[src/design/rsc_consts.vh]
`ifndef RSC_CONSTS_VH
`define RSC_CONSTS_VH
// reset cause selector codes, one-hot
`define RSC_CAUSE_POR 3'h1
`define RSC_CAUSE_RUN_WDT 3'h2
`define RSC_CAUSE_HALT_WDT 3'h4
// register reset values
`define RSC_PC_RESET 8'h00
`define RSC_SP_RESET 3'h0
`define RSC_WATCHDOG_CONTROL_REG_RESET 8'h53
`define RSC_PORT_DATA_RESET 8'hFF
`define RSC_PORT_DIR_RESET 8'hFF
`define RSC_PULLUP_RESET 8'h00
`define RSC_ADC_PIN_RESET 4'hF
// status register bit positions
`define RSC_STATUS_TO_BIT 5
`define RSC_STATUS_PDF_BIT 4
// settle counts in oscillator clocks (upper bound of 15~16 and 1~2)
`define RSC_SETTLE_FAST 5'h10
`define RSC_SETTLE_SLOW 5'h02
// low-voltage qualifying time in core cycles
`define RSC_LV_QUAL 8'h0A
`endif

[src/design/rsc_settle.v]
`timescale 1ns/10ps
// counts oscillator enable pulses for the wake settle delay
module rsc_settle (
  input wire i_core_clk,
  input wire i_rst_n,
  input wire i_start,
  input wire i_osc_tick,
  input wire [4:0] i_count,
  output reg o_busy
);
  reg [4:0] left; // ticks still to wait

  // load on start, count oscillator ticks down to zero
  always @(posedge i_core_clk or negedge i_rst_n) begin
    if (!i_rst_n) begin
      left <= 5'h00;
      o_busy <= 1'b0;
    end else if (i_start) begin
      left <= i_count;
      o_busy <= 1'b1;
    end else if (o_busy && i_osc_tick) begin
      left <= left - 5'h01;
      if (left == 5'h01) begin
        o_busy <= 1'b0;
      end
    end
  end
endmodule

[src/design/rsc_reset_ctrl.v]
`timescale 1ns/10ps
// How it works
// - running watchdog reset equals low-voltage reset plus timeout
// - halted watchdog clears pc, sp, sets timeout
// - fast oscillator waits 15 to 16 clocks
// - slow oscillator waits 1 to 2 clocks
// - timeout and powerdown flags live in status
// - power-on clears flags; low-voltage keeps them
// - running sets timeout; halted sets both flags
// - power-on zeroes pc, disables all interrupts
// - power-on clears watchdog, counting starts at once
// - power-on switches timer/event counter off
// - ports input, analog pins assigned, stack top
// - every reset loads pc low byte zero
// - watchdog control reloaded except halted watchdog
// - running keeps acc, table pointer; pointers unknown
// - ports ones, pullups zero; halted keeps them
// - low-voltage reset needs qualified persistence, sets flag
`include "rsc_consts.vh"
module rsc_reset_ctrl (
  input wire i_core_clk,
  input wire i_resetn,
  input wire i_wdt_timeout,
  input wire i_halted,
  input wire i_halt_enter,
  input wire i_low_voltage,
  input wire i_fast_internal_osc,
  input wire i_osc_tick,
  output reg [2:0] o_cause,
  output reg o_init_pulse,
  output reg o_cpu_hold,
  output reg o_timeout_flag,
  output reg o_powerdown_flag,
  output reg o_low_voltage_flag,
  output reg [7:0] o_pc_low_byte,
  output reg [2:0] o_stack_ptr,
  output reg o_int_enable_clr,
  output reg o_wdt_clear,
  output reg o_timer_off,
  output reg [7:0] o_watchdog_control_reg,
  output reg [7:0] o_port_data,
  output reg [7:0] o_port_dir,
  output reg [7:0] o_port_pullup,
  output reg [3:0] o_analog_inputs_0_to_3,
  output reg o_keep_acc_tbl,
  output reg o_ptr_unknown
);
  // fsm states, one-hot
  localparam ST_POR = 3'h1;
  localparam ST_RUN = 3'h2;
  localparam ST_SETTLE = 3'h4;

  // halted-mode time-out seen while running; shared by fsm and policy
  function halt_wdt_hit;
    input [2:0] st; // current sequencer state
    input rise; // synchronised time-out edge
    input halted; // synchronised halted level
    begin
      halt_wdt_hit = (st == ST_RUN) && rise && halted;
    end
  endfunction

  reg rst_m; // reset release stage one
  reg rst_n; // synchronised reset
  reg [1:0] wdt_s; // pin synchronisers
  reg [1:0] halt_s;
  reg [1:0] lv_s;
  reg [1:0] fast_s;
  reg [2:0] state; // sequencer state
  reg [2:0] next_state;
  reg [7:0] lv_cnt; // low-voltage persistence counter
  reg wdt_q; // delayed watchdog for edge detect
  reg settle_start; // kicks the settle counter
  wire settle_busy; // settle counter running
  wire wdt_rise; // new watchdog time-out
  wire lv_fire; // qualified low-voltage event

  // release reset through two flops
  always @(posedge i_core_clk or negedge i_resetn) begin
    if (!i_resetn) begin
      rst_m <= 1'b0;
      rst_n <= 1'b0;
    end else begin
      rst_m <= 1'b1;
      rst_n <= rst_m;
    end
  end

  // two-stage synchronisers; first stage read only by second
  always @(posedge i_core_clk or negedge rst_n) begin
    if (!rst_n) begin
      wdt_s <= 2'h0;
      halt_s <= 2'h0;
      lv_s <= 2'h0;
      fast_s <= 2'h0;
      wdt_q <= 1'b0;
    end else begin
      wdt_s <= {wdt_s[0], i_wdt_timeout};
      halt_s <= {halt_s[0], i_halted};
      lv_s <= {lv_s[0], i_low_voltage};
      fast_s <= {fast_s[0], i_fast_internal_osc};
      wdt_q <= wdt_s[1];
    end
  end

  assign wdt_rise = wdt_s[1] & ~wdt_q;
  // fires once, when the count reaches one below the qualifying time
  assign lv_fire = lv_s[1] && (lv_cnt == `RSC_LV_QUAL - 8'h01);

  // low-voltage persistence; disabled while halted
  always @(posedge i_core_clk or negedge rst_n) begin
    if (!rst_n) begin
      lv_cnt <= 8'h00;
    end else if (!lv_s[1] || halt_s[1]) begin
      lv_cnt <= 8'h00; // short dips are ignored
    end else if (lv_cnt != `RSC_LV_QUAL) begin
      lv_cnt <= lv_cnt + 8'h01;
    end
  end

  // sequencer next state
  always @* begin
    next_state = state;
    settle_start = 1'b0;
    case (state)
      ST_POR: begin
        next_state = ST_RUN;
      end
      ST_RUN: begin
        if (halt_wdt_hit(state, wdt_rise, halt_s[1])) begin
          next_state = ST_SETTLE;
          settle_start = 1'b1;
        end
      end
      ST_SETTLE: begin
        // hold is registered, so it drops one cycle after busy clears
        if (!settle_busy) begin
          next_state = ST_RUN;
        end
      end
      default: begin
        next_state = ST_POR;
      end
    endcase
  end

  // settle count picked by the running oscillator
  rsc_settle u_settle (
    .i_core_clk(i_core_clk),
    .i_rst_n(rst_n),
    .i_start(settle_start),
    .i_osc_tick(i_osc_tick),
    .i_count(fast_s[1] ? `RSC_SETTLE_FAST : `RSC_SETTLE_SLOW),
    .o_busy(settle_busy)
  );

  // cause selection and per-cause register policy
  always @(posedge i_core_clk or negedge rst_n) begin
    if (!rst_n) begin
      state <= ST_POR;
      o_cause <= `RSC_CAUSE_POR;
      o_init_pulse <= 1'b1;
      o_cpu_hold <= 1'b1;
      o_timeout_flag <= 1'b0;
      o_powerdown_flag <= 1'b0;
      o_low_voltage_flag <= 1'b0;
      o_pc_low_byte <= `RSC_PC_RESET;
      o_stack_ptr <= `RSC_SP_RESET;
      o_int_enable_clr <= 1'b1;
      o_wdt_clear <= 1'b1;
      o_timer_off <= 1'b1;
      o_watchdog_control_reg <= `RSC_WATCHDOG_CONTROL_REG_RESET;
      o_port_data <= `RSC_PORT_DATA_RESET;
      o_port_dir <= `RSC_PORT_DIR_RESET;
      o_port_pullup <= `RSC_PULLUP_RESET;
      o_analog_inputs_0_to_3 <= `RSC_ADC_PIN_RESET;
      o_keep_acc_tbl <= 1'b0;
      o_ptr_unknown <= 1'b1;
    end else begin
      state <= next_state;
      o_init_pulse <= 1'b0;
      o_int_enable_clr <= 1'b0;
      o_wdt_clear <= 1'b0; // one pulse, then watchdog counts
      // hold the core only while settling
      o_cpu_hold <= (next_state == ST_SETTLE);
      if (i_halt_enter) begin
        o_powerdown_flag <= 1'b1; // halt entry sets the flag
        o_timeout_flag <= 1'b0;
      end
      if (halt_wdt_hit(state, wdt_rise, halt_s[1])) begin
        // halted watchdog: only pc and sp reload; both flags set
        o_cause <= `RSC_CAUSE_HALT_WDT;
        o_init_pulse <= 1'b1;
        o_pc_low_byte <= `RSC_PC_RESET;
        o_stack_ptr <= `RSC_SP_RESET;
        o_timeout_flag <= 1'b1;
        o_powerdown_flag <= 1'b1;
        o_keep_acc_tbl <= 1'b1;
        o_ptr_unknown <= 1'b0;
      end else if (state == ST_RUN && (wdt_rise || lv_fire)) begin
        // full reset as low-voltage; watchdog adds timeout
        o_cause <= `RSC_CAUSE_RUN_WDT;
        o_init_pulse <= 1'b1;
        o_pc_low_byte <= `RSC_PC_RESET;
        o_stack_ptr <= `RSC_SP_RESET;
        o_int_enable_clr <= 1'b1;
        o_wdt_clear <= 1'b1;
        o_timer_off <= 1'b1;
        o_watchdog_control_reg <= `RSC_WATCHDOG_CONTROL_REG_RESET;
        o_port_data <= `RSC_PORT_DATA_RESET;
        o_port_dir <= `RSC_PORT_DIR_RESET;
        o_port_pullup <= `RSC_PULLUP_RESET;
        o_analog_inputs_0_to_3 <= `RSC_ADC_PIN_RESET;
        o_keep_acc_tbl <= 1'b1;
        o_ptr_unknown <= 1'b1;
        if (wdt_rise) begin
          o_timeout_flag <= 1'b1;
        end
        if (lv_fire) begin
          o_low_voltage_flag <= 1'b1;
        end
      end else if (state == ST_RUN) begin
        o_timer_off <= 1'b0;
      end
    end
  end
endmodule

[config.mk]
export PLATFORM = sky130hd
export DESIGN_NAME = rsc_reset_ctrl
export DESIGN_NICKNAME = d
export VERILOG_FILES = /design/src/design/rsc_settle.v /design/src/design/rsc_reset_ctrl.v
export VERILOG_INCLUDE_DIRS = /design/src /design/src/design
export SDC_FILE = /design/constraint.sdc
export NUM_CORES = 1
export LEC_CHECK = 0
export ABC_AREA = 1
export BUFFER_PORTS_ARGS = -buffer_cell sky130_fd_sc_hd__buf_4
export CAP_MARGIN = 0
export CORE_MARGIN = 1
export CORE_UTILIZATION = 30
export DETAILED_ROUTE_END_ITERATION = 16
export GPL_TIMING_DRIVEN = 0
export PLACE_DENSITY = 0.59
export SLEW_MARGIN = 25
export SYNTH_ARGS = -nofsm -noshare
export SYNTH_HDL_FRONTEND = slang
export SYNTH_SLANG_ARGS = --single-unit
[constraint.sdc]
create_clock -name i_core_clk -period 3.24 [get_ports i_core_clk]
set_clock_uncertainty 0.05 [all_clocks]
set_input_delay 0.324 -clock i_core_clk [delete_from_list [all_inputs] [get_ports i_core_clk]]
set_output_delay 0.324 -clock i_core_clk [all_outputs]
set_load 0.02 [all_outputs]
After elaboration in Yosys (flattened, before gate mapping)

Index checks and enable logic that the tools add are counted.

Register bits: 51
Bits in latches: 0
Bits in writable memories: 0
Memory bits (read-only): 0
Output and inout bits: 60
Word-level logic and storage cells: 85
Memories kept: 0

$add $sub $neg: 2
Multipliers: 0
Div/mod/pow operators: 0
$lt $le $gt $ge: 0
Eq/ne operators: 7
Shift operators: 0
Mux-type cells: 33
Bitwise operators: 3
Reduce and logical (&&, ||, !) cells: 17

Operator list:

| cell                                                                | number |
|---|---|
| 8-bit two-way mux                                                   | 4 |
| 1-bit two-way mux                                                   | 19 |
| 3-bit two-way mux                                                   | 6 |
| 5-bit two-way mux                                                   | 3 |
| 2-bit nonzero test                                                  | 6 |
| 3-bit one-hot mux with 3 select lines                               | 1 |
| 8-bit by 1-bit adder with 8-bit output (second input constant)      | 1 |
| 8-bit by 4-bit == test with 1-bit output (second input constant)    | 1 |
| 8-bit by 4-bit != test with 1-bit output (second input constant)    | 1 |
| 3-bit == test (second input constant)                               | 2 |
| 5-bit by 1-bit == test with 1-bit output (second input constant)    | 1 |
| 1-bit logical AND                                                   | 5 |
| 5-bit by 1-bit subtractor with 5-bit output (second input constant) | 1 |
| 2-bit AND reduction                                                 | 2 |
| 3-bit by 1-bit == test with 1-bit output (second input constant)    | 1 |
| 3-bit by 2-bit == test with 1-bit output (second input constant)    | 1 |
| 3-bit AND reduction                                                 | 1 |
| 1-bit logical OR                                                    | 2 |
| 1-bit NOT                                                           | 2 |
| 1-bit AND                                                           | 1 |
| 1-bit zero test                                                     | 1 |

Depth between registers and ports, before layout

Depth after elaboration: 8
Mapped depth: 8

By module

Synthesis repeated with hierarchy kept, for this count alone.

Cell total of the unflattened synthesis: 238
Area total of the unflattened synthesis: 2137.0 um^2

By module, submodules not included:

| module         | times used | cells an instance | area each (um^2) |
|---|---|---|---|
| rsc_reset_ctrl | 1          | 185               | 1739.2 |
| rsc_settle     | 1          | 53                | 397.9 |

Least setup slack after synthesis

No wires, ideal clock.

Path kind: reg2reg
Start: reg lv_cnt[0]
End: reg o_keep_acc_tbl
Library setup time: 124 ps
Arrival time: 1079 ps
Data required time: 3066 ps
Slack: 1987 ps
Cell stages (with the launch flop): 7
Cell sequence: dfrtp_1 > ha_1 > nand2_1 > nor2_1 > nand3_2 > nand2_2 > or2_1

Longest elaborated chain between the ends: 5

Ends and longest elaborated chain:

| item                                     | line                 | source |
|---|---|---|
| from (decl)                              | rsc_reset_ctrl.v:71  | `reg [7:0] lv_cnt;` |
| from (signal assigned)                   | rsc_reset_ctrl.v:117 | `lv_cnt <= lv_cnt + 8'h01;` |
| 8-bit by 4-bit == test with 1-bit output | rsc_reset_ctrl.v:108 | `` assign lv_fire = lv_s[1] && (lv_cnt == `RSC_LV_QUAL - 8'h01); `` |
| 1-bit logical AND                        | rsc_reset_ctrl.v:108 |  |
| 1-bit logical OR                         | rsc_reset_ctrl.v:200 | `end else if (state == ST_RUN && (wdt_rise \|\| lv_fire)) begin` |
| 1-bit logical AND                        | rsc_reset_ctrl.v:200 |  |
| 2-bit nonzero test (no source line)      | --                   |  |
| to (signal assigned)                     | rsc_reset_ctrl.v:177 | `o_keep_acc_tbl <= 1'b0;` |
| to (signal assigned)                     | rsc_reset_ctrl.v:198 | `o_keep_acc_tbl <= 1'b1;` |
| to (signal assigned)                     | rsc_reset_ctrl.v:214 | `o_keep_acc_tbl <= 1'b1;` |
| to (decl)                                | rsc_reset_ctrl.v:45  | `output reg o_keep_acc_tbl,` |

No other way between the ends.
A chain may end at the register's enable or synchronous reset.

Worst setup path after layout

Start: reg o_wdt_clear
End: out o_wdt_clear

RTL lines:

| item                   | line                 | source |
|---|---|---|
| from (decl)            | rsc_reset_ctrl.v:38  | `output reg o_wdt_clear,` |
| from (signal assigned) | rsc_reset_ctrl.v:170 | `o_wdt_clear <= 1'b1;` |
| from (signal assigned) | rsc_reset_ctrl.v:183 | `o_wdt_clear <= 1'b0;` |
| from (signal assigned) | rsc_reset_ctrl.v:207 | `o_wdt_clear <= 1'b1;` |

No word-level cell between the ends.

==> out/summary.json <==
{
  "status": "completed",
  "static-leakage-power_uw": 0.00142,
  "setup_slack_after_layout_ps": 1830,
  "finalWeightedCongestion": 0.776,
  "core_area_um2": 6490,
  "crit_path_leading_delay_family": "flip-flops",
  "cp_cell_sequence": "buf_4 -> buf_4",
  "via_count_of_the_first_global_routing_pass": 1240,
  "timing.final.max_slew_violations": 0,
  "cts_root_buffer": "clkbuf_8",
  "synth_enable_flop_cells": 0,
  "synth.ff_latch_count": 40,
  "yosys.area.top_type_share_pct": 39.8,
  "grt_max_degree": 27,
  "timing.max_cap.violations": 0,
  "post_cts_buffers": 0,
  "setup-violations-final": 0,
  "cpMostUsedCell": "buf_4",
  "ys_async_sr_fraction_pct": 100,
  "vias": 1434,
  "worst_path_largest_cell_delay_ps": 530,
  "final_hold_fails": 0,
  "effective_utilization_at_floorplan_pct": 31.9,
  "timing.critical_path.slowest_stage_cell": "dfstp_2",
  "cts_num_sinks": 40,
  "peakVddDrop_uv": 297,
  "layout-drive-gt1-share_pct": 31.5,
  "drc": 0,
  "cts_tree": "built",
  "path_max_fanout": 2,
  "cts_bufs_inserted": 5,
  "area_delta_synth_final_pct": 26.3,
  "routed_wire_length_per_instance_um": 8.10,
  "initialDrtViolationCount": 68,
  "tns_ps": 0,
  "antenna_found_initial": 0,
  "clock.fmax_mhz": 711,
  "fin_util_pct": 40.3,
  "timing.critical_path.to_type": "output port",
  "synthDistinctLibCells": 29,
  "grt-ovfl-total": 0,
  "global_route.usage.total_pct": 9.64,
  "clk_transition_reported_paths_ps": 80,
  "final.fill_count": 656,
  "ys_top_cells_by_area": "dfrtp_1, buf_4, dfstp_2",
  "hold-worst-slack_ps": 87.8,
  "numPortBuffers": 20,
  "placement.setup.worst_slack_ps": 1850,
  "start_kind": "flip-flop",
  "floorplan.die_area_um2": 7250,
  "fp.dieW_um": 85.1,
  "critPathArrivalTime_ps": 1030,
  "dieHeight_um": 85.1,
  "detail_route.first_pass.iterations": 4,
  "synth.yosys.seq_area_share_pct": 48.7,
  "syn_avg_cell_area_um2": 9.05,
  "netlist_top_cells_count": "buf_4, nand2_1, dfrtp_1",
  "antenna_cells": 0,
  "synth_flop_cell": "dfrtp_1",
  "clockBufferDepth": 2,
  "fin_nets": 317,
  "timing.setup.critical_path_class": "flip-flop to output port",
  "drt-total-wl_um": 3100,
  "worstPathRequired_ps": 2870,
  "yosysWarningCount": 0,
  "synthDominantAreaCellType": "dfrtp_1",
  "io-pin-count": 68,
  "grt_setup_unrepaired": "no",
  "hpwlAfterDp_um": 2410,
  "critical_path_buf_inv_count": 2,
  "cellPowerDensity_nw_per_um2": 565,
  "post_cts_resize_count": 0,
  "timing.hold.worst.class": "input port to flip-flop",
  "htreeDepth": 2,
  "fp-row-count": 29,
  "holdBufCountCts": 1,
  "timing.final.crit_share_pct": 43.4,
  "mapped_area_um2": 2070,
  "synthesis.instances": 229,
  "leading_cell_type_by_number_of_instances_after_synthesis": "buf_4",
  "grt_pass1_wl_um": 5380,
  "final_period_minus_worst_setup_slack_ps": 1410,
  "post_drt_via_cell_ratio": 3.75,
  "worst_skew_pair.late_latency_ps": 290,
  "route.antenna.remaining_nets": 0
}
area by class of cell:
type	count	area, um^2	share of cell area, %
plain buffers	49	372	14.2
multi-input cells	158	759	29.0
well taps	77	96.3	3.68
flip-flops and latches	40	1010	38.6
clock buffers	7	86.3	3.30
repair buffers	22	180	6.88
clock inverters	1	7.51	0.287
inverters	28	105	4.02
where the power goes:
group          leakage, uW  switching [uW]  internal [uW]
registers         0.000477            65.2            610
clock network    0.0000445             167            173
logic             0.000903             275            190
total              0.00142             507            973
worst paths after layout:
check / startpoint / end / slack (ps) / cells after the start
min reg2reg: rst_n$_DFF_PN0_ / lv_cnt[5]$_DFFE_PN0P_ / 100 / 0
max reg2reg: lv_cnt[0]$_DFFE_PN0P_ / o_keep_acc_tbl$_DFFE_PN0P_ / 1850 / 6
max: o_wdt_clear$_DFF_PN1_ / o_wdt_clear / 1830 / 2
max in group asynchronous: rst_n$_DFF_PN0_ / o_cpu_hold$_DFF_PN1_ / 2520 / 1
min in group asynchronous: rst_n$_DFF_PN0_ / lv_cnt[5]$_DFFE_PN0P_ / 100 / 0
min: i_fast_internal_osc / fast_s[0]$_DFF_PN0_ / 90 / 1
cell families (layout without fill, tap and decap cells):
| logic type | after synthesis | after routing | share of synthesized area, % |
|---|---|---|---|
| adder cells (fa/ha/maj) | 5 | 5 | 3.02 |
| other | 2 | 48 | 0.362 |
| XOR/XNOR | 3 | 3 | 1.27 |
| AND/OR/NAND/NOR | 91 | 91 | 20.8 |
| flip-flops | 40 | 40 | 48.7 |
| AO/OA/AOI/OAI | 11 | 11 | 2.84 |
| buffers and inverters | 77 | 107 | 23.0 |
placed cells by master, fill, tap and decap left out, types with 2 or more instances in the layout:
| cell | instances |
|---|---|
| dfrtp_1 | 32 |
| o21ai_1 | 2 |
| conb_1 | 48 |
| dfstp_2 | 7 |
| nand3_1 | 12 |
| o21ai_0 | 4 |
| inv_1 | 26 |
| buf_4 | 68 |
| nor3_1 | 3 |
| nand2_2 | 3 |
| nand4_1 | 2 |
| xor2_1 | 2 |
| inv_2 | 2 |
| a21oi_1 | 3 |
| clkbuf_8 | 6 |
| nor2_1 | 19 |
| nand2_1 | 44 |
| ha_1 | 5 |
metrics by stage:
stage	power, uW	std cells	instance area, um^2
2_1_floorplan	1030	275	2250
3_3_place_gp	1140	372	2490
3_5_place_dp	1150	373	2510
4_1_cts	1500	382	2620
5_1_grt	1600	382	2620
6_report	1480	382	2620
per-layer routing:
layer | up-vias | wire, um | GRT usage [%]
li1 | 753 | - | -
met1 | 619 | 1470 | 11.9
met2 | 56 | 1300 | 15.1
met3 | 6 | 270 | 3.60
met4 | 0 | 51 | 4.16
met5 | - | 0 | 0
registers in the layout, indices dropped and copies added (netlist names):
register            flops
lv_cnt                  8
u_settle.left           5
o_cause                 3
state                   3
fast_s                  2
halt_s                  2
lv_s                    2
wdt_s                   2
o_cpu_hold              1
o_init_pulse            1
o_keep_acc_tbl          1
o_low_voltage_flag      1
o_powerdown_flag        1
o_ptr_unknown           1
o_timeout_flag          1
o_timer_off             1
o_wdt_clear             1
rst_m                   1
rst_n                   1
u_settle.o_busy         1
wdt_q                   1
No activity file was read; power rests on OpenSTA's default activity.
